<file path="src/logic/eie_pkg.sv">
// Purpose: Shared constants and types for the extended instruction executor
// Assumes: 12-bit data addresses, 16-bit instruction words
// Notes: Register offsets are byte addresses on the AXI4-Lite slave
package eie_pkg;
  // Opcode fields
  localparam logic [7:0] OP_SUB_PTR = 8'hE9;
  localparam logic [7:0] OP_PUSH = 8'hEA;
  localparam logic [7:0] OP_MOVE = 8'hEB;
  localparam logic [3:0] OP_WORD2 = 4'hF;
  localparam logic [1:0] SEL_FRAME_RET = 2'h3;
  localparam int FRAME_IDX = 2;

  // Indexed literal offset window and access bank split
  localparam logic [7:0] OFFSET_MAX = 8'h5F;
  localparam logic [3:0] ACCESS_HI_BANK = 4'hF;

  // Register map
  localparam logic [7:0] REG_CTRL = 8'h00;
  localparam logic [7:0] REG_BANK = 8'h04;
  localparam logic [7:0] REG_PTR0 = 8'h08;
  localparam logic [7:0] REG_PTR1 = 8'h0C;
  localparam logic [7:0] REG_PTR2 = 8'h10;
  localparam logic [7:0] REG_STAT = 8'h14;

  // Field positions
  localparam int CTRL_HOLD = 0;
  localparam int STAT_EXT = 0;
  localparam int STAT_BUSY = 1;
  localparam int STAT_ST0 = 2;

  // Reset values
  localparam logic RST_EXT_EN = 1'b1;
  localparam logic [3:0] RST_BANK = 4'h0;
  localparam logic [11:0] RST_PTR = 12'h000;

  // Bus answers
  localparam logic [1:0] RESP_OKAY = 2'h0;
  localparam logic [1:0] RESP_SLVERR = 2'h2;

  typedef enum logic [1:0] {
    EIE_IDLE = 2'b00,
    EIE_MOVE2 = 2'b01,
    EIE_RET = 2'b11
  } eie_state_t;
endpackage

</file>
<file path="src/logic/eie_exec.sv">
// Purpose: Executes indexed move, push literal, pointer subtract (and
//   return) and forms indexed literal offset addresses
// Assumes: Data memory read data valid in the cycle mem_rd is high
// Notes: AXI4-Lite slave exposes pointers, bank select, hold and status
//
// Summary of operation
// - Move addresses are frame pointer plus two separate 7-bit offsets.
// - Move addresses span the whole 4096-byte data space.
// - Move never writes program counter low or stack top bytes.
// - Source selecting an indirect register reads as zero.
// - Destination selecting an indirect register makes the move a nop.
// - Move decodes two words, takes two cycles, touches no flags.
// - Push writes the literal at frame pointer, then decrements it.
// - Push decodes from upper byte 1110 1010 with literal below.
// - Pointer subtract removes a 6-bit literal from pointer 0, 1 or 2.
// - Pointer subtract decodes as 1110 1001, selector, then literal.
// - Selector 11 subtracts from the frame pointer and returns.
// - Subtract-and-return loads PC from stack top; second cycle nop.
// - Extension enable also enables offset addressing for standard ops.
// - A configuration strap, default set, enables the extension.
// - Disabled: operand is access bank or bank-selected literal location.
// - Enabled, access bit clear, operand up to 5Fh offsets frame pointer.
// - Destination-select bit keeps its meaning under offset addressing.
//
// Register access over AXI4-Lite and the address map are this design's own decisions.
`timescale 1ns/1ns
module eie_exec #(
  parameter int AW = 8,
  parameter logic [11:0] IND_LO = 12'hFE0,
  parameter logic [11:0] IND_HI = 12'hFEF,
  parameter logic [11:0] PC_LOW_ADDR = 12'hFF9,
  parameter logic [11:0] STK_LOW_ADDR = 12'hFFD,
  parameter logic [11:0] STK_HIGH_ADDR = 12'hFFE,
  parameter logic [11:0] STK_UPPER_ADDR = 12'hFFF
) (
  // Clock and reset
  input wire logic clk,
  input wire logic rst,
  // Configuration strap
  input wire logic ext_cfg_strap,
  // Instruction stream
  input wire logic instr_valid,
  input wire logic [15:0] instr_word,
  output logic instr_ready_q,
  // Data memory
  output logic [11:0] mem_addr_q,
  output logic mem_rd_q,
  output logic mem_wr_q,
  output logic [7:0] mem_wdata_q,
  input wire logic [7:0] mem_rdata,
  // Return stack
  input wire logic [20:0] return_stack_top,
  output logic pc_load_q,
  output logic [20:0] pc_value_q,
  // Standard instruction operand translation
  input wire logic std_valid,
  input wire logic [7:0] std_file,
  input wire logic std_access,
  input wire logic std_dest,
  output logic std_done_q,
  output logic [11:0] std_addr_q,
  output logic std_to_file_q,
  // AXI4-Lite slave
  input wire logic [AW-1:0] s_axi_awaddr,
  input wire logic s_axi_awvalid,
  output logic s_axi_awready,
  input wire logic [31:0] s_axi_wdata,
  input wire logic [3:0] s_axi_wstrb,
  input wire logic s_axi_wvalid,
  output logic s_axi_wready,
  output logic [1:0] s_axi_bresp,
  output logic s_axi_bvalid,
  input wire logic s_axi_bready,
  input wire logic [AW-1:0] s_axi_araddr,
  input wire logic s_axi_arvalid,
  output logic s_axi_arready,
  output logic [31:0] s_axi_rdata,
  output logic [1:0] s_axi_rresp,
  output logic s_axi_rvalid,
  input wire logic s_axi_rready
);

  function automatic logic is_indirect(input logic [11:0] a);
    is_indirect = (a >= IND_LO) && (a <= IND_HI);
  endfunction

  function automatic logic is_protected(input logic [11:0] a);
    is_protected = (a == PC_LOW_ADDR) || (a == STK_LOW_ADDR) ||
                   (a == STK_HIGH_ADDR) || (a == STK_UPPER_ADDR);
  endfunction

  function automatic logic [31:0] merge(input logic [31:0] old,
                                        input logic [31:0] nw,
                                        input logic [3:0] be);
    logic [31:0] r;
    r = old;
    for (int i = 0; i < 4; i++) begin
      if (be[i]) begin
        r[i*8 +: 8] = nw[i*8 +: 8];
      end
    end
    merge = r;
  endfunction

  eie_pkg::eie_state_t state_q, state_d;
  logic [11:0] ptr_q [0:2];
  logic [11:0] ptr_d [0:2];
  logic [3:0] bank_q, bank_d;
  logic hold_q, hold_d;
  logic [7:0] data_q, data_d;
  logic [20:0] tos_q, tos_d;
  logic ext_en_q, ext_en_d;
  logic cfg_meta_q, cfg_sync_q, cfg_done_q, cfg_done_d;
  logic [1:0] cfg_wait_q, cfg_wait_d;
  logic instr_ready_d, mem_rd_d, mem_wr_d, pc_load_d;
  logic [11:0] mem_addr_d;
  logic [7:0] mem_wdata_d;
  logic [20:0] pc_value_d;
  logic std_done_d, std_to_file_d;
  logic [11:0] std_addr_d;
  logic awready_d, wready_d, bvalid_d, arready_d, rvalid_d;
  logic [1:0] bresp_d, rresp_d;
  logic [31:0] rdata_d;
  logic [AW-1:0] awaddr_q, awaddr_d;
  logic [31:0] wdata_q, wdata_d;
  logic [3:0] wstrb_q, wstrb_d;
  logic aw_held_q, aw_held_d, w_held_q, w_held_d;

  // Strap is a pin: two flops before use
  always_ff @(posedge clk or posedge rst) begin
    if (rst) begin
      cfg_meta_q <= 1'b0;
      cfg_sync_q <= 1'b0;
    end else begin
      cfg_meta_q <= ext_cfg_strap;
      cfg_sync_q <= cfg_meta_q;
    end
  end

  always_comb begin
    logic take;
    logic [11:0] src, dst, wa, ptr_w;
    logic [7:0] mv_data, ra8;
    logic [1:0] pidx;
    logic [31:0] wv;
    take = 1'b0;
    pidx = '0;
    src = '0;
    dst = '0;
    wa = '0;
    ptr_w = '0;
    mv_data = '0;
    ra8 = '0;
    wv = '0;
    state_d = state_q;
    for (int i = 0; i < 3; i++) begin
      ptr_d[i] = ptr_q[i];
    end
    bank_d = bank_q;
    hold_d = hold_q;
    data_d = data_q;
    tos_d = tos_q;
    ext_en_d = ext_en_q;
    cfg_done_d = cfg_done_q;
    cfg_wait_d = cfg_wait_q;
    mem_rd_d = 1'b0;
    mem_wr_d = 1'b0;
    mem_addr_d = mem_addr_q;
    mem_wdata_d = mem_wdata_q;
    pc_load_d = 1'b0;
    pc_value_d = pc_value_q;
    std_done_d = 1'b0;
    std_addr_d = std_addr_q;
    std_to_file_d = std_to_file_q;
    awready_d = 1'b0;
    wready_d = 1'b0;
    bvalid_d = s_axi_bvalid && !s_axi_bready;
    bresp_d = s_axi_bresp;
    arready_d = 1'b0;
    rvalid_d = s_axi_rvalid && !s_axi_rready;
    rresp_d = s_axi_rresp;
    rdata_d = s_axi_rdata;
    awaddr_d = awaddr_q;
    wdata_d = wdata_q;
    wstrb_d = wstrb_q;
    aw_held_d = aw_held_q;
    w_held_d = w_held_q;

    // strap captured once, after both sync flops hold it
    if (!cfg_done_q) begin
      if (cfg_wait_q == 2'd2) begin
        ext_en_d = cfg_sync_q;
        cfg_done_d = 1'b1;
      end else begin
        cfg_wait_d = cfg_wait_q + 2'd1;
      end
    end

    // Bus write: address and data taken in either order
    if (s_axi_awvalid && s_axi_awready) begin
      awaddr_d = s_axi_awaddr;
      aw_held_d = 1'b1;
    end
    if (s_axi_wvalid && s_axi_wready) begin
      wdata_d = s_axi_wdata;
      wstrb_d = s_axi_wstrb;
      w_held_d = 1'b1;
    end
    if (aw_held_q && w_held_q && !s_axi_bvalid) begin
      aw_held_d = 1'b0;
      w_held_d = 1'b0;
      bvalid_d = 1'b1;
      bresp_d = eie_pkg::RESP_OKAY;
      wa = 12'(awaddr_q);
      case (wa[7:0])
        eie_pkg::REG_CTRL: begin
          wv = merge({31'h0, hold_q}, wdata_q, wstrb_q);
          hold_d = wv[eie_pkg::CTRL_HOLD];
        end
        eie_pkg::REG_BANK: begin
          wv = merge({28'h0, bank_q}, wdata_q, wstrb_q);
          bank_d = wv[3:0];
        end
        eie_pkg::REG_PTR0, eie_pkg::REG_PTR1, eie_pkg::REG_PTR2: begin
          // Word index 2, 3, 4 maps to pointer 0, 1, 2
          pidx = 2'(wa[4:2] - 3'd2);
          ptr_w = ptr_q[pidx];
          wv = merge({20'h0, ptr_w}, wdata_q, wstrb_q);
          ptr_d[pidx] = wv[11:0];
        end
        default: begin
          bresp_d = eie_pkg::RESP_SLVERR;
        end
      endcase
    end
    awready_d = !aw_held_d;
    wready_d = !w_held_d;

    // Bus read: one cycle after address taken
    if (s_axi_arvalid && s_axi_arready) begin
      rvalid_d = 1'b1;
      rresp_d = eie_pkg::RESP_OKAY;
      ra8 = 8'(s_axi_araddr);
      case (ra8)
        eie_pkg::REG_CTRL: rdata_d = {31'h0, hold_q};
        eie_pkg::REG_BANK: rdata_d = {28'h0, bank_q};
        eie_pkg::REG_PTR0: rdata_d = {20'h0, ptr_q[0]};
        eie_pkg::REG_PTR1: rdata_d = {20'h0, ptr_q[1]};
        eie_pkg::REG_PTR2: rdata_d = {20'h0, ptr_q[eie_pkg::FRAME_IDX]};
        eie_pkg::REG_STAT: begin
          rdata_d = 32'h0;
          rdata_d[eie_pkg::STAT_EXT] = ext_en_q;
          rdata_d[eie_pkg::STAT_BUSY] = (state_q != eie_pkg::EIE_IDLE);
          rdata_d[eie_pkg::STAT_ST0 +: 2] = state_q;
        end
        default: begin
          rdata_d = 32'h0;
          rresp_d = eie_pkg::RESP_SLVERR;
        end
      endcase
    end
    arready_d = !rvalid_d && !(s_axi_arvalid && s_axi_arready);

    // Instruction execution; it overrides a same-cycle bus pointer write
    take = instr_valid && instr_ready_q;
    case (state_q)
      eie_pkg::EIE_IDLE: begin
        if (take && ext_en_q) begin
          if (instr_word[15:8] == eie_pkg::OP_MOVE && instr_word[7]) begin
            // source is frame pointer plus offset
            // full 12-bit sum reaches all data space
            src = ptr_q[eie_pkg::FRAME_IDX] + {5'h0, instr_word[6:0]};
            mem_addr_d = src;
            // indirect source reads zero, no access
            mem_rd_d = !is_indirect(src);
            data_d = 8'h00;
            state_d = eie_pkg::EIE_MOVE2;
          end else if (instr_word[15:8] == eie_pkg::OP_PUSH) begin
            mem_addr_d = ptr_q[eie_pkg::FRAME_IDX];
            mem_wdata_d = instr_word[7:0];
            mem_wr_d = 1'b1;
            ptr_d[eie_pkg::FRAME_IDX] = ptr_q[eie_pkg::FRAME_IDX] - 12'h001;
          end else if (instr_word[15:8] == eie_pkg::OP_SUB_PTR) begin
            if (instr_word[7:6] == eie_pkg::SEL_FRAME_RET) begin
              ptr_d[eie_pkg::FRAME_IDX] = ptr_q[eie_pkg::FRAME_IDX] -
                                          {6'h00, instr_word[5:0]};
              tos_d = return_stack_top;
              state_d = eie_pkg::EIE_RET;
            end else begin
              ptr_d[instr_word[7:6]] = ptr_q[instr_word[7:6]] -
                                       {6'h00, instr_word[5:0]};
            end
          end
          // lone second word and others fall through as nop
        end
      end
      eie_pkg::EIE_MOVE2: begin
        mv_data = mem_rd_q ? mem_rdata : data_q;
        data_d = mv_data;
        if (take) begin
          dst = ptr_q[eie_pkg::FRAME_IDX] + {5'h0, instr_word[6:0]};
          mem_addr_d = dst;
          mem_wdata_d = mv_data;
          // indirect destination turns the move into a nop
          mem_wr_d = !is_indirect(dst) && !is_protected(dst);
          state_d = eie_pkg::EIE_IDLE;
        end
      end
      eie_pkg::EIE_RET: begin
        // PC from stack top after pointer update; nop cycle
        pc_load_d = 1'b1;
        pc_value_d = tos_q;
        state_d = eie_pkg::EIE_IDLE;
      end
      default: begin
        state_d = eie_pkg::EIE_IDLE;
      end
    endcase
    instr_ready_d = !hold_d && (state_d != eie_pkg::EIE_RET);

    // Standard operand translation
    if (std_valid) begin
      std_done_d = 1'b1;
      std_to_file_d = std_dest;
      // offset from frame pointer when enabled
      if (ext_en_q && !std_access && std_file <= eie_pkg::OFFSET_MAX) begin
        std_addr_d = ptr_q[eie_pkg::FRAME_IDX] + {4'h0, std_file};
      // literal access bank or banked location
      end else if (!std_access) begin
        std_addr_d = (std_file <= eie_pkg::OFFSET_MAX) ?
                     {4'h0, std_file} : {eie_pkg::ACCESS_HI_BANK, std_file};
      end else begin
        std_addr_d = {bank_q, std_file};
      end
    end
  end

  always_ff @(posedge clk or posedge rst) begin
    if (rst) begin
      state_q <= eie_pkg::EIE_IDLE;
      for (int i = 0; i < 3; i++) begin
        ptr_q[i] <= eie_pkg::RST_PTR;
      end
      bank_q <= eie_pkg::RST_BANK;
      hold_q <= 1'b0;
      data_q <= 8'h00;
      tos_q <= 21'h0;
      ext_en_q <= eie_pkg::RST_EXT_EN;
      cfg_done_q <= 1'b0;
      cfg_wait_q <= 2'd0;
      instr_ready_q <= 1'b0;
      mem_addr_q <= 12'h000;
      mem_rd_q <= 1'b0;
      mem_wr_q <= 1'b0;
      mem_wdata_q <= 8'h00;
      pc_load_q <= 1'b0;
      pc_value_q <= 21'h0;
      std_done_q <= 1'b0;
      std_addr_q <= 12'h000;
      std_to_file_q <= 1'b0;
      s_axi_awready <= 1'b0;
      s_axi_wready <= 1'b0;
      s_axi_bvalid <= 1'b0;
      s_axi_bresp <= eie_pkg::RESP_OKAY;
      s_axi_arready <= 1'b0;
      s_axi_rvalid <= 1'b0;
      s_axi_rresp <= eie_pkg::RESP_OKAY;
      s_axi_rdata <= 32'h0;
      awaddr_q <= '0;
      wdata_q <= 32'h0;
      wstrb_q <= 4'h0;
      aw_held_q <= 1'b0;
      w_held_q <= 1'b0;
    end else begin
      state_q <= state_d;
      for (int i = 0; i < 3; i++) begin
        ptr_q[i] <= ptr_d[i];
      end
      bank_q <= bank_d;
      hold_q <= hold_d;
      data_q <= data_d;
      tos_q <= tos_d;
      ext_en_q <= ext_en_d;
      cfg_done_q <= cfg_done_d;
      cfg_wait_q <= cfg_wait_d;
      instr_ready_q <= instr_ready_d;
      mem_addr_q <= mem_addr_d;
      mem_rd_q <= mem_rd_d;
      mem_wr_q <= mem_wr_d;
      mem_wdata_q <= mem_wdata_d;
      pc_load_q <= pc_load_d;
      pc_value_q <= pc_value_d;
      std_done_q <= std_done_d;
      std_addr_q <= std_addr_d;
      std_to_file_q <= std_to_file_d;
      s_axi_awready <= awready_d;
      s_axi_wready <= wready_d;
      s_axi_bvalid <= bvalid_d;
      s_axi_bresp <= bresp_d;
      s_axi_arready <= arready_d;
      s_axi_rvalid <= rvalid_d;
      s_axi_rresp <= rresp_d;
      s_axi_rdata <= rdata_d;
      awaddr_q <= awaddr_d;
      wdata_q <= wdata_d;
      wstrb_q <= wstrb_d;
      aw_held_q <= aw_held_d;
      w_held_q <= w_held_d;
    end
  end

endmodule

</file>
<file path="config.mk">
export PLATFORM = sky130hd
export DESIGN_NAME = eie_exec
export DESIGN_NICKNAME = d
export VERILOG_FILES = /design/src/logic/eie_pkg.sv /design/src/logic/eie_exec.sv
export SDC_FILE = /design/constraint.sdc
export NUM_CORES = 1
export LEC_CHECK = 0
export BUFFER_PORTS_ARGS = -buffer_cell sky130_fd_sc_hd__buf_2
export CORE_UTILIZATION = 56
export CTS_CLUSTER_DIAMETER = 40
export DETAILED_ROUTE_END_ITERATION = 6
export HOLD_SLACK_MARGIN = 0.02
export PLACE_DENSITY = 0.82
export SLEW_MARGIN = 40
export SYNTH_ARGS = -nofsm -noshare
export SYNTH_HDL_FRONTEND = slang
export SYNTH_SLANG_ARGS = --single-unit
</file>
<file path="constraint.sdc">
create_clock -name clk -period 6.9 [get_ports clk]
set_clock_uncertainty 0.15 [all_clocks]
set_input_delay 0.345 -clock clk [delete_from_list [all_inputs] [get_ports clk]]
set_output_delay 0.345 -clock clk [all_outputs]
set_load 0.01 [all_outputs]
</file>
* Word level (Yosys, flattened, before mapping)
Cells that the tools add are included.
Word-level totals: register bits after elaboration 202, output and inout bits 100, logic and storage cells 206
Operators by class: add/subtract/negate cells 7, $lt $le $gt $ge 7, eq/ne operators 27, multiplexer cells 76, bitwise gates (word level) 6, reductions and logical operators 47
Operators by type and width (count):
- two-way mux 36 bit | 6
- two-way mux 12 bit | 15
- two-way mux 8 bit | 10
- bitwise mux 36 bit | 2
- case mux 12 bit (6 select lines) | 1
- binary-select mux 12 bit (select 2 bit) | 2
- demux 12 bit (select 2 bit) | 2
- == test 12 bit, second input constant | 4
- two-way mux 24 bit | 2
- == test 8 x 4 -> 1 bit, second input constant | 4
- case mux 8 bit (2 select lines) | 2
- == test 8 x 5 -> 1 bit, second input constant | 3
- == test 8 bit, second input constant | 3
- case mux 12 bit (2 select lines) | 1
- subtractor 12 x 6 -> 12 bit | 2
- two-way mux 1 bit | 20
- logical AND 1 bit | 18
- == test 8 x 3 -> 1 bit, second input constant | 2
- zero test 8 bit | 2
- two-way mux 2 bit | 8
- adder 12 x 7 -> 12 bit | 1
- adder 12 x 8 -> 12 bit | 1
- >= comparator 12 bit, second input constant | 1
- less-or-equal comparator 12 bit, second input constant | 1
- 27 further kinds | 57

* Longest topological paths before layout
Gate-level depths: netlist of the first run.
depth in word-level cells 18, depth in mapped cells 14, gate-level depth less buffers 11

* Least setup slack after synthesis of the first run
Ideal clock, no wire load.
path type in2reg, start in instr_word[7], end reg ptr_q[10] (netlist bit), library setup time 95 ps, arrival time 3099 ps, path slack 3556 ps, stages on the path 14, path buffers 3, path through buf_2 buf_2 buf_1 mux2i_1 nor2_1 a21oi_1 ha_1 fa_1 nand2b_1 a21oi_1 nor3_1 and3_1 o41a_1 o31ai_1
RTL lines:
- from (decl) | line eie_exec.sv:43 | input wire logic [15:0] instr_word,
- to (signal, indexed assignment) | line eie_exec.sv:342 | ptr_q[i] <= eie_pkg::RST_PTR;
- to (signal, indexed assignment) | line eie_exec.sv:377 | ptr_q[i] <= ptr_d[i];
- to (decl) | line eie_exec.sv:106 | logic [11:0] ptr_q [0:2];

==> out/summary.txt, run 1 <==
min-delay worst type -> primary input to register
average wire per standard cell -> 19.60 um
main flop type after synthesis -> dfrtp_1
row count -> 50
critical path required time -> 7.10 ns
first-pass GRT wire length -> 49290 um
TritonCTS buffer count -> 17
Synth async-reset ratio -> 1.000
Placed Cells incl. Taps -> 1511
Post-CTS Setup Inserts -> 0
Non-Filler Instances -> 1593
worst setup margin -> 3.218 ns
I/O pins -> 217
post-place setup slack -> 2.884 ns
number of synthesized flops with an enable pin -> 0
final net count -> 1497
clk slew on worst S/H paths -> 0.07 ns
Max-slew headroom -> 0.4400
htree depth -> 4
most frequent cells in the layout -> dfrtp_1, buf_2, nand2_1, nor2_1, a21oi_1
VDD IR max -> 0.2404 mV
routed wire length -> 31220 um
1st-iter DRT viols -> 1064
Crit Path Max Fanout -> 30
layout cell share with drive strength beyond 1 -> 0.2171
Clock Sinks -> 180
Arr. time, crit path -> 3.88 ns
critical path class -> primary input to register
die width -> 140.5 um
port buffer count -> 172
Final Hold Viols -> 0
fin area -> 12740 um^2
max_cap viols -> 0
cts repair resizes -> 0
die height -> 140.5 um
register area share after synthesis -> 0.4197
Tcrit/Tclk final -> 0.5336
Routability Congestion -> 0.9405
register-to-register setup slack -> 3.45 ns
largest net degree at the start of global routing -> 105
final core utilization -> 0.6786
crit end category -> register
Pins Over Slew Limit -> 0
Vias -> 9785
first drt pass iteration count -> 5
initial antenna violation count -> 0
status -> finished, final reports clean
commonest non-fill, non-tap cell in the layout -> dfrtp_1
n_diodes -> 0
grt ovf -> 0
initial cell density of the core -> 0.5719
CORE AREA -> 18770 um^2
Layout area overhead -> 18.65%
final setup vio count -> 0
Max Freq -> 271.6 MHz
number of unique standard cell types used by synthesis -> 79
clk_lat worst skew -> 0.45 ns
startpoint types -> primary input
Netlist Area Pre-Place -> 10730 um^2
Synth Instances -> 1170
Tmin final -> 3.682 ns
YS warnings -> 0
Leak Pwr -> 6.015 nW
RSZ-0062 raised after global routing -> false
worst slew pin tran -> 0.8382 ns
CTS tree -> built
fillers -> 1431
hpwl dp -> 20990 um
Total Negative Setup Slacks -> 0 ns
Die ar. -> 19730 um^2
dpl cell area -> 11610 um^2
Synth Register Bits -> 180
Tot GR Track Use -> 0.3213
post-synthesis area per instance -> 9.174 um^2
vias in the first global route -> 9364
clk root buf -> clkbuf_16
routed vias/inst -> 6.142
DRT antenna net count -> 0
DRC viols -> 0
clk buf depth -> 2
pwr dens -> 293.1 nW/um^2
-- sequential cells by signal, summed over array words and instances, names as in the netlist, 4 cells and up --
| signal | count |
|---|---|
| bank_q | 4 |
| ptr_q | 36 |
| mem_wdata_q | 8 |
| std_addr_q | 12 |
| tos_q | 21 |
| awaddr_q | 8 |
| s_axi_rdata | 12 |
| wdata_q | 12 |
| data_q | 8 |
| pc_value_q | 21 |
| mem_addr_q | 12 |
-- power by group --
group / internal, W / leakage [nW] / switching, W / total [W]
combinational: 0.000530 / 3.43 / 0.000684 / 0.00121
clock: 0.000522 / 0.300 / 0.000485 / 0.00101
sequential: 0.00121 / 2.29 / 0.000297 / 0.00151
-- final cells by class --
class,count,area (um^2),share of cell area
Inverter,36,142.6,0.01120
Tap cell,234,292.8,0.02299
Multi-Input combinational cell,884,5774,0.4534
Sequential cell,180,4507,0.3539
Clock buffer,17,425.4,0.03340
Clock inverter,15,191.4,0.01503
Timing Repair Buffer,227,1403,0.1101
-- cell families after synthesis --
group,share of synthesized area
AOI/OAI and AO/OA,0.1680
and+or+nand+nor,0.1783
muxes,0.1132
other,0.0003494
adders and majority gates,0.04243
buffers and inverters,0.05350
DFF,0.4197
xor gates and xnor gates,0.02448
-- synthesized netlist by cell type, drive strengths merged (10+ instances only) --
cell type	n	area, um^2
nor2	95	356.6
a21o	10	75.07
buf	39	242.7
a211oi	17	127.6
nor3	34	185.2
o21a	13	97.59
mux2	59	664.4
inv	35	131.4
ha	30	375.4
a21oi	78	394.1
mux2i	55	550.5
nor2b	16	100.1
o2bb2ai	11	96.34
clkbuf	52	196.4
nand3	21	105.1
nor4	10	75.07
nand2	160	600.6
dfrtp	179	4479
xnor2	22	192.7
o21ai	78	390.4
nand2b	12	75.07
-- final timing paths --
kind                                       from                   endpoint  cells after the start
hold / removal                      std_file[7]  std_addr_q[7]$_DFFE_PP0P_                      3
max in group asynchronous                   rst    awaddr_q[3]$_DFFE_PP0P_                      4
min in group asynchronous                   rst  std_to_file_q$_DFFE_PP0P_                      3
setup / recovery                  instr_word[6]        ptr_q[10]$_DFF_PP0_                     11
hold reg to reg            cfg_meta_q$_DFF_PP0_       cfg_sync_q$_DFF_PP0_                      0
setup reg to reg             ptr_q[2]$_DFF_PP0_         mem_rd_q$_DFF_PP0_                      7
-- critical path, stage by stage --
cell and delay [ns]:
buf_2 0.51, nor2b_1 0.76, a21oi_1 0.23, ha_1 0.26, fa_1 0.40, nand2b_1 0.17
a21oi_1 0.20, nor3_1 0.16, and3_1 0.24, o41a_1 0.39, o31ai_1 0.19
-- through the flow --
step	power (W)	hold slack, ns
6_report	0.003733	0.03852
5_1_grt	0.003908	0.05854
4_1_cts	0.003681	0.02724
3_5_place_dp	0.002657	0.1879
3_3_place_gp	0.002615	0.1876
2_1_floorplan	0.002303	0.1812
-- timing repair --
action / CTS / global route
hold buffers: 50 / 0
setup endpoints to repair: 0 / 0
hold endpoints to repair: 152 / 0
-- per-layer routing --
metal	GRT usage	vias up	routed length (um)
met4	0.1402	0	1296
met1	0.4281	4687	12610
met3	0.05231	99	2701
met2	0.5200	541	14610
met5	0	-	0
li1	-	4458	-
Power figures use the tool's default switching activity.
==> run 2: changes to the inputs <==
- clock period: 6.9 -> 3.9 ns (I/O delays scaled with it)
==> out/summary.txt, run 2 (same netlist as run 1, synthesis figures left out) <==
status -> finished, final reports clean
Total Power -> 0.006569 W
Post-CTS Setup Inserts -> 0
gr busiest metal -> met2
M2 GR Usage -> 0.5139
Crit path buffers/inverters -> 0
hpwl dp -> 21110 um
die height -> 140.5 um
grt ovf -> 0
htree depth -> 4
TritonCTS buffer count -> 17
fillers -> 1345
Tcrit/Tclk final -> 0.8270
DRC viols -> 0
clk slew on worst S/H paths -> 0.08 ns
1st-iter DRT viols -> 1014
Critical Path Slowest Stage Cell -> dfrtp_1
Leak Pwr -> 6.175 nW
CP cell instances -> mux2i_1 -> nor2_1 -> a21oi_1 -> ha_1 -> fa_1 -> nand2b_1 -> a21oi_1 -> nor3_1 -> a211oi_1 -> o41a_1 -> o31ai_1
CORE AREA -> 18770 um^2
CTS tree -> built
critical path class -> register to register
Die ar. -> 19730 um^2
Crit Path Max Fanout -> 11
vias in the first global route -> 9391
RSZ-0062 raised after global routing -> false
worst slew pin tran -> 0.8256 ns
n_diodes -> 0
design internal power -> 0.003994 W
Max-slew headroom -> 0.4496
I/O pins -> 217
met1 GRT Util -> 0.4326
min-delay worst type -> primary input to register
most used cell along the critical path -> a21oi_1
clk root buf -> clkbuf_16
clk_lat worst skew -> 0.45 ns
register area -> 4506 um^2
commonest non-fill, non-tap cell in the layout -> dfrtp_1
Routability Congestion -> 0.9724
Clock power frac -> 0.261
routed wire length -> 31170 um
Arr. time, crit path -> 3.43 ns
Biggest register -> ptr_q
clk buf depth -> 2
crit end category -> register
slowest stage delay, CP -> 0.58 ns
critical path required time -> 4.11 ns
delay-heaviest family, CP -> compound AO/OA/AOI/OAI gates
initial cell density of the core -> 0.5719
startpoint types -> register
Tmin final -> 3.225 ns
final core utilization -> 0.6960
Vias -> 9866
routed vias/inst -> 6.038
Regs by FF count -> ptr_q: 36 flops, pc_value_q: 21 flops, tos_q: 21 flops
row count -> 50
Total Negative Setup Slacks -> 0 ns
Final Hold Viols -> 0
first-pass GRT wire length -> 49450 um
largest net degree at the start of global routing -> 132
die width -> 140.5 um
Clock Sinks -> 180
Max Freq -> 310.1 MHz
initial antenna violation count -> 0
Sw Pwr -> 0.002574 W
area of the multi-input gates -> 5754 um^2
Layout area overhead -> 21.69%
Gate power share -> 0.344
pwr dens -> 502.9 nW/um^2
layout cell share with drive strength beyond 1 -> 0.2200
most frequent cells in the layout -> dfrtp_1, buf_2, nand2_1, nor2_1, a21oi_1
M3 GR Usage -> 0.05368
Pins Over Slew Limit -> 0
max FFs per register -> 36
average wire per standard cell -> 19.08 um
DRT antenna net count -> 0
first drt pass iteration count -> 6
port buffer count -> 172
max_cap viols -> 0
Tot GR Track Use -> 0.3244
VDD IR max -> 0.4959 mV
final net count -> 1539
sequential share of power -> 0.395
final setup vio count -> 0
switching share of power -> 0.3919
-- run 2: cell types whose count changed in the layout (fill, tap and decap cells not counted), sizes merged --
cell	change
dlygate4sd3	+24
bufinv	-1
inv	+2
clkinv	-4
buf	+18
clkinvlp	+2
-- run 2: repair_timing --
item | 4_1_cts | 5_1_grt
hold buffers | 74 | 0
resized for setup | 0 | 0
endpoints found under the hold margin | 252 | 0
-- run 2: metal layers --
metal | up-vias | wire, um
li1 | 4558 | -
met1 | 4711 | 12950
met2 | 501 | 14630
met3 | 96 | 2222
met4 | 0 | 1373
met5 | - | 0
-- run 2: final timing paths --
check	from	to	slack, ns	depth (start not counted)
setup / recovery	ptr_q[0]$_DFF_PP0_	ptr_q[10]$_DFF_PP0_	0.67	11
hold / removal	instr_word[9]	state_q[1]$_DFF_PP0_	0.05	4
setup reg to reg	ptr_q[0]$_DFF_PP0_	ptr_q[10]$_DFF_PP0_	0.67	11
hold reg to reg	cfg_meta_q$_DFF_PP0_	cfg_sync_q$_DFF_PP0_	0.20	0
max in group asynchronous	rst	ptr_q[16]$_DFF_PP0_	2.70	4
min in group asynchronous	rst	tos_q[13]$_DFFE_PP0P_	0.34	4
-- run 2: final cells by class --
| cell class | instances | area share |
|---|---|---|
| Clock inverter | 14 | 0.01216 |
| Inverter | 36 | 0.01063 |
| Multi-Input combinational cell | 884 | 0.4405 |
| Clock buffer | 17 | 0.03257 |
| Tap cell | 234 | 0.02241 |
| Sequential cell | 180 | 0.3449 |
| Timing Repair Buffer | 269 | 0.1368 |
-- run 2: power groups by stage --
stage | clock network [W] | registers, W | logic [W]
finish | 0.00172 | 0.00259 | 0.00226
global route | 0.00181 | 0.00262 | 0.00247
CTS | 0.00173 | 0.00257 | 0.00221
detailed placement | 0 | 0.00260 | 0.00214
global placement | 0 | 0.00259 | 0.00209
floorplan | 0 | 0.00238 | 0.00169
-- run 2: tightest hold or removal path: stages --
cell and delay, ns:
buf_2 0.15, nor2b_1 0.08, nand3_1 0.12, nor3_1 0.06
-- run 2: through the flow --
stage                     setup slack (ns)  cell area, um^2  hold slack (ns)  instances
final                               0.6748            13060          0.04720       1634
after global routing                0.3729            13060          0.07192       1634
after CTS                           0.7417            13060          0.02087       1634
after detailed placement            0.6926            11730           0.1608       1529
after global placement              0.7348            11720           0.1570       1529
after floorplan                     0.7055            10820          0.07643       1191
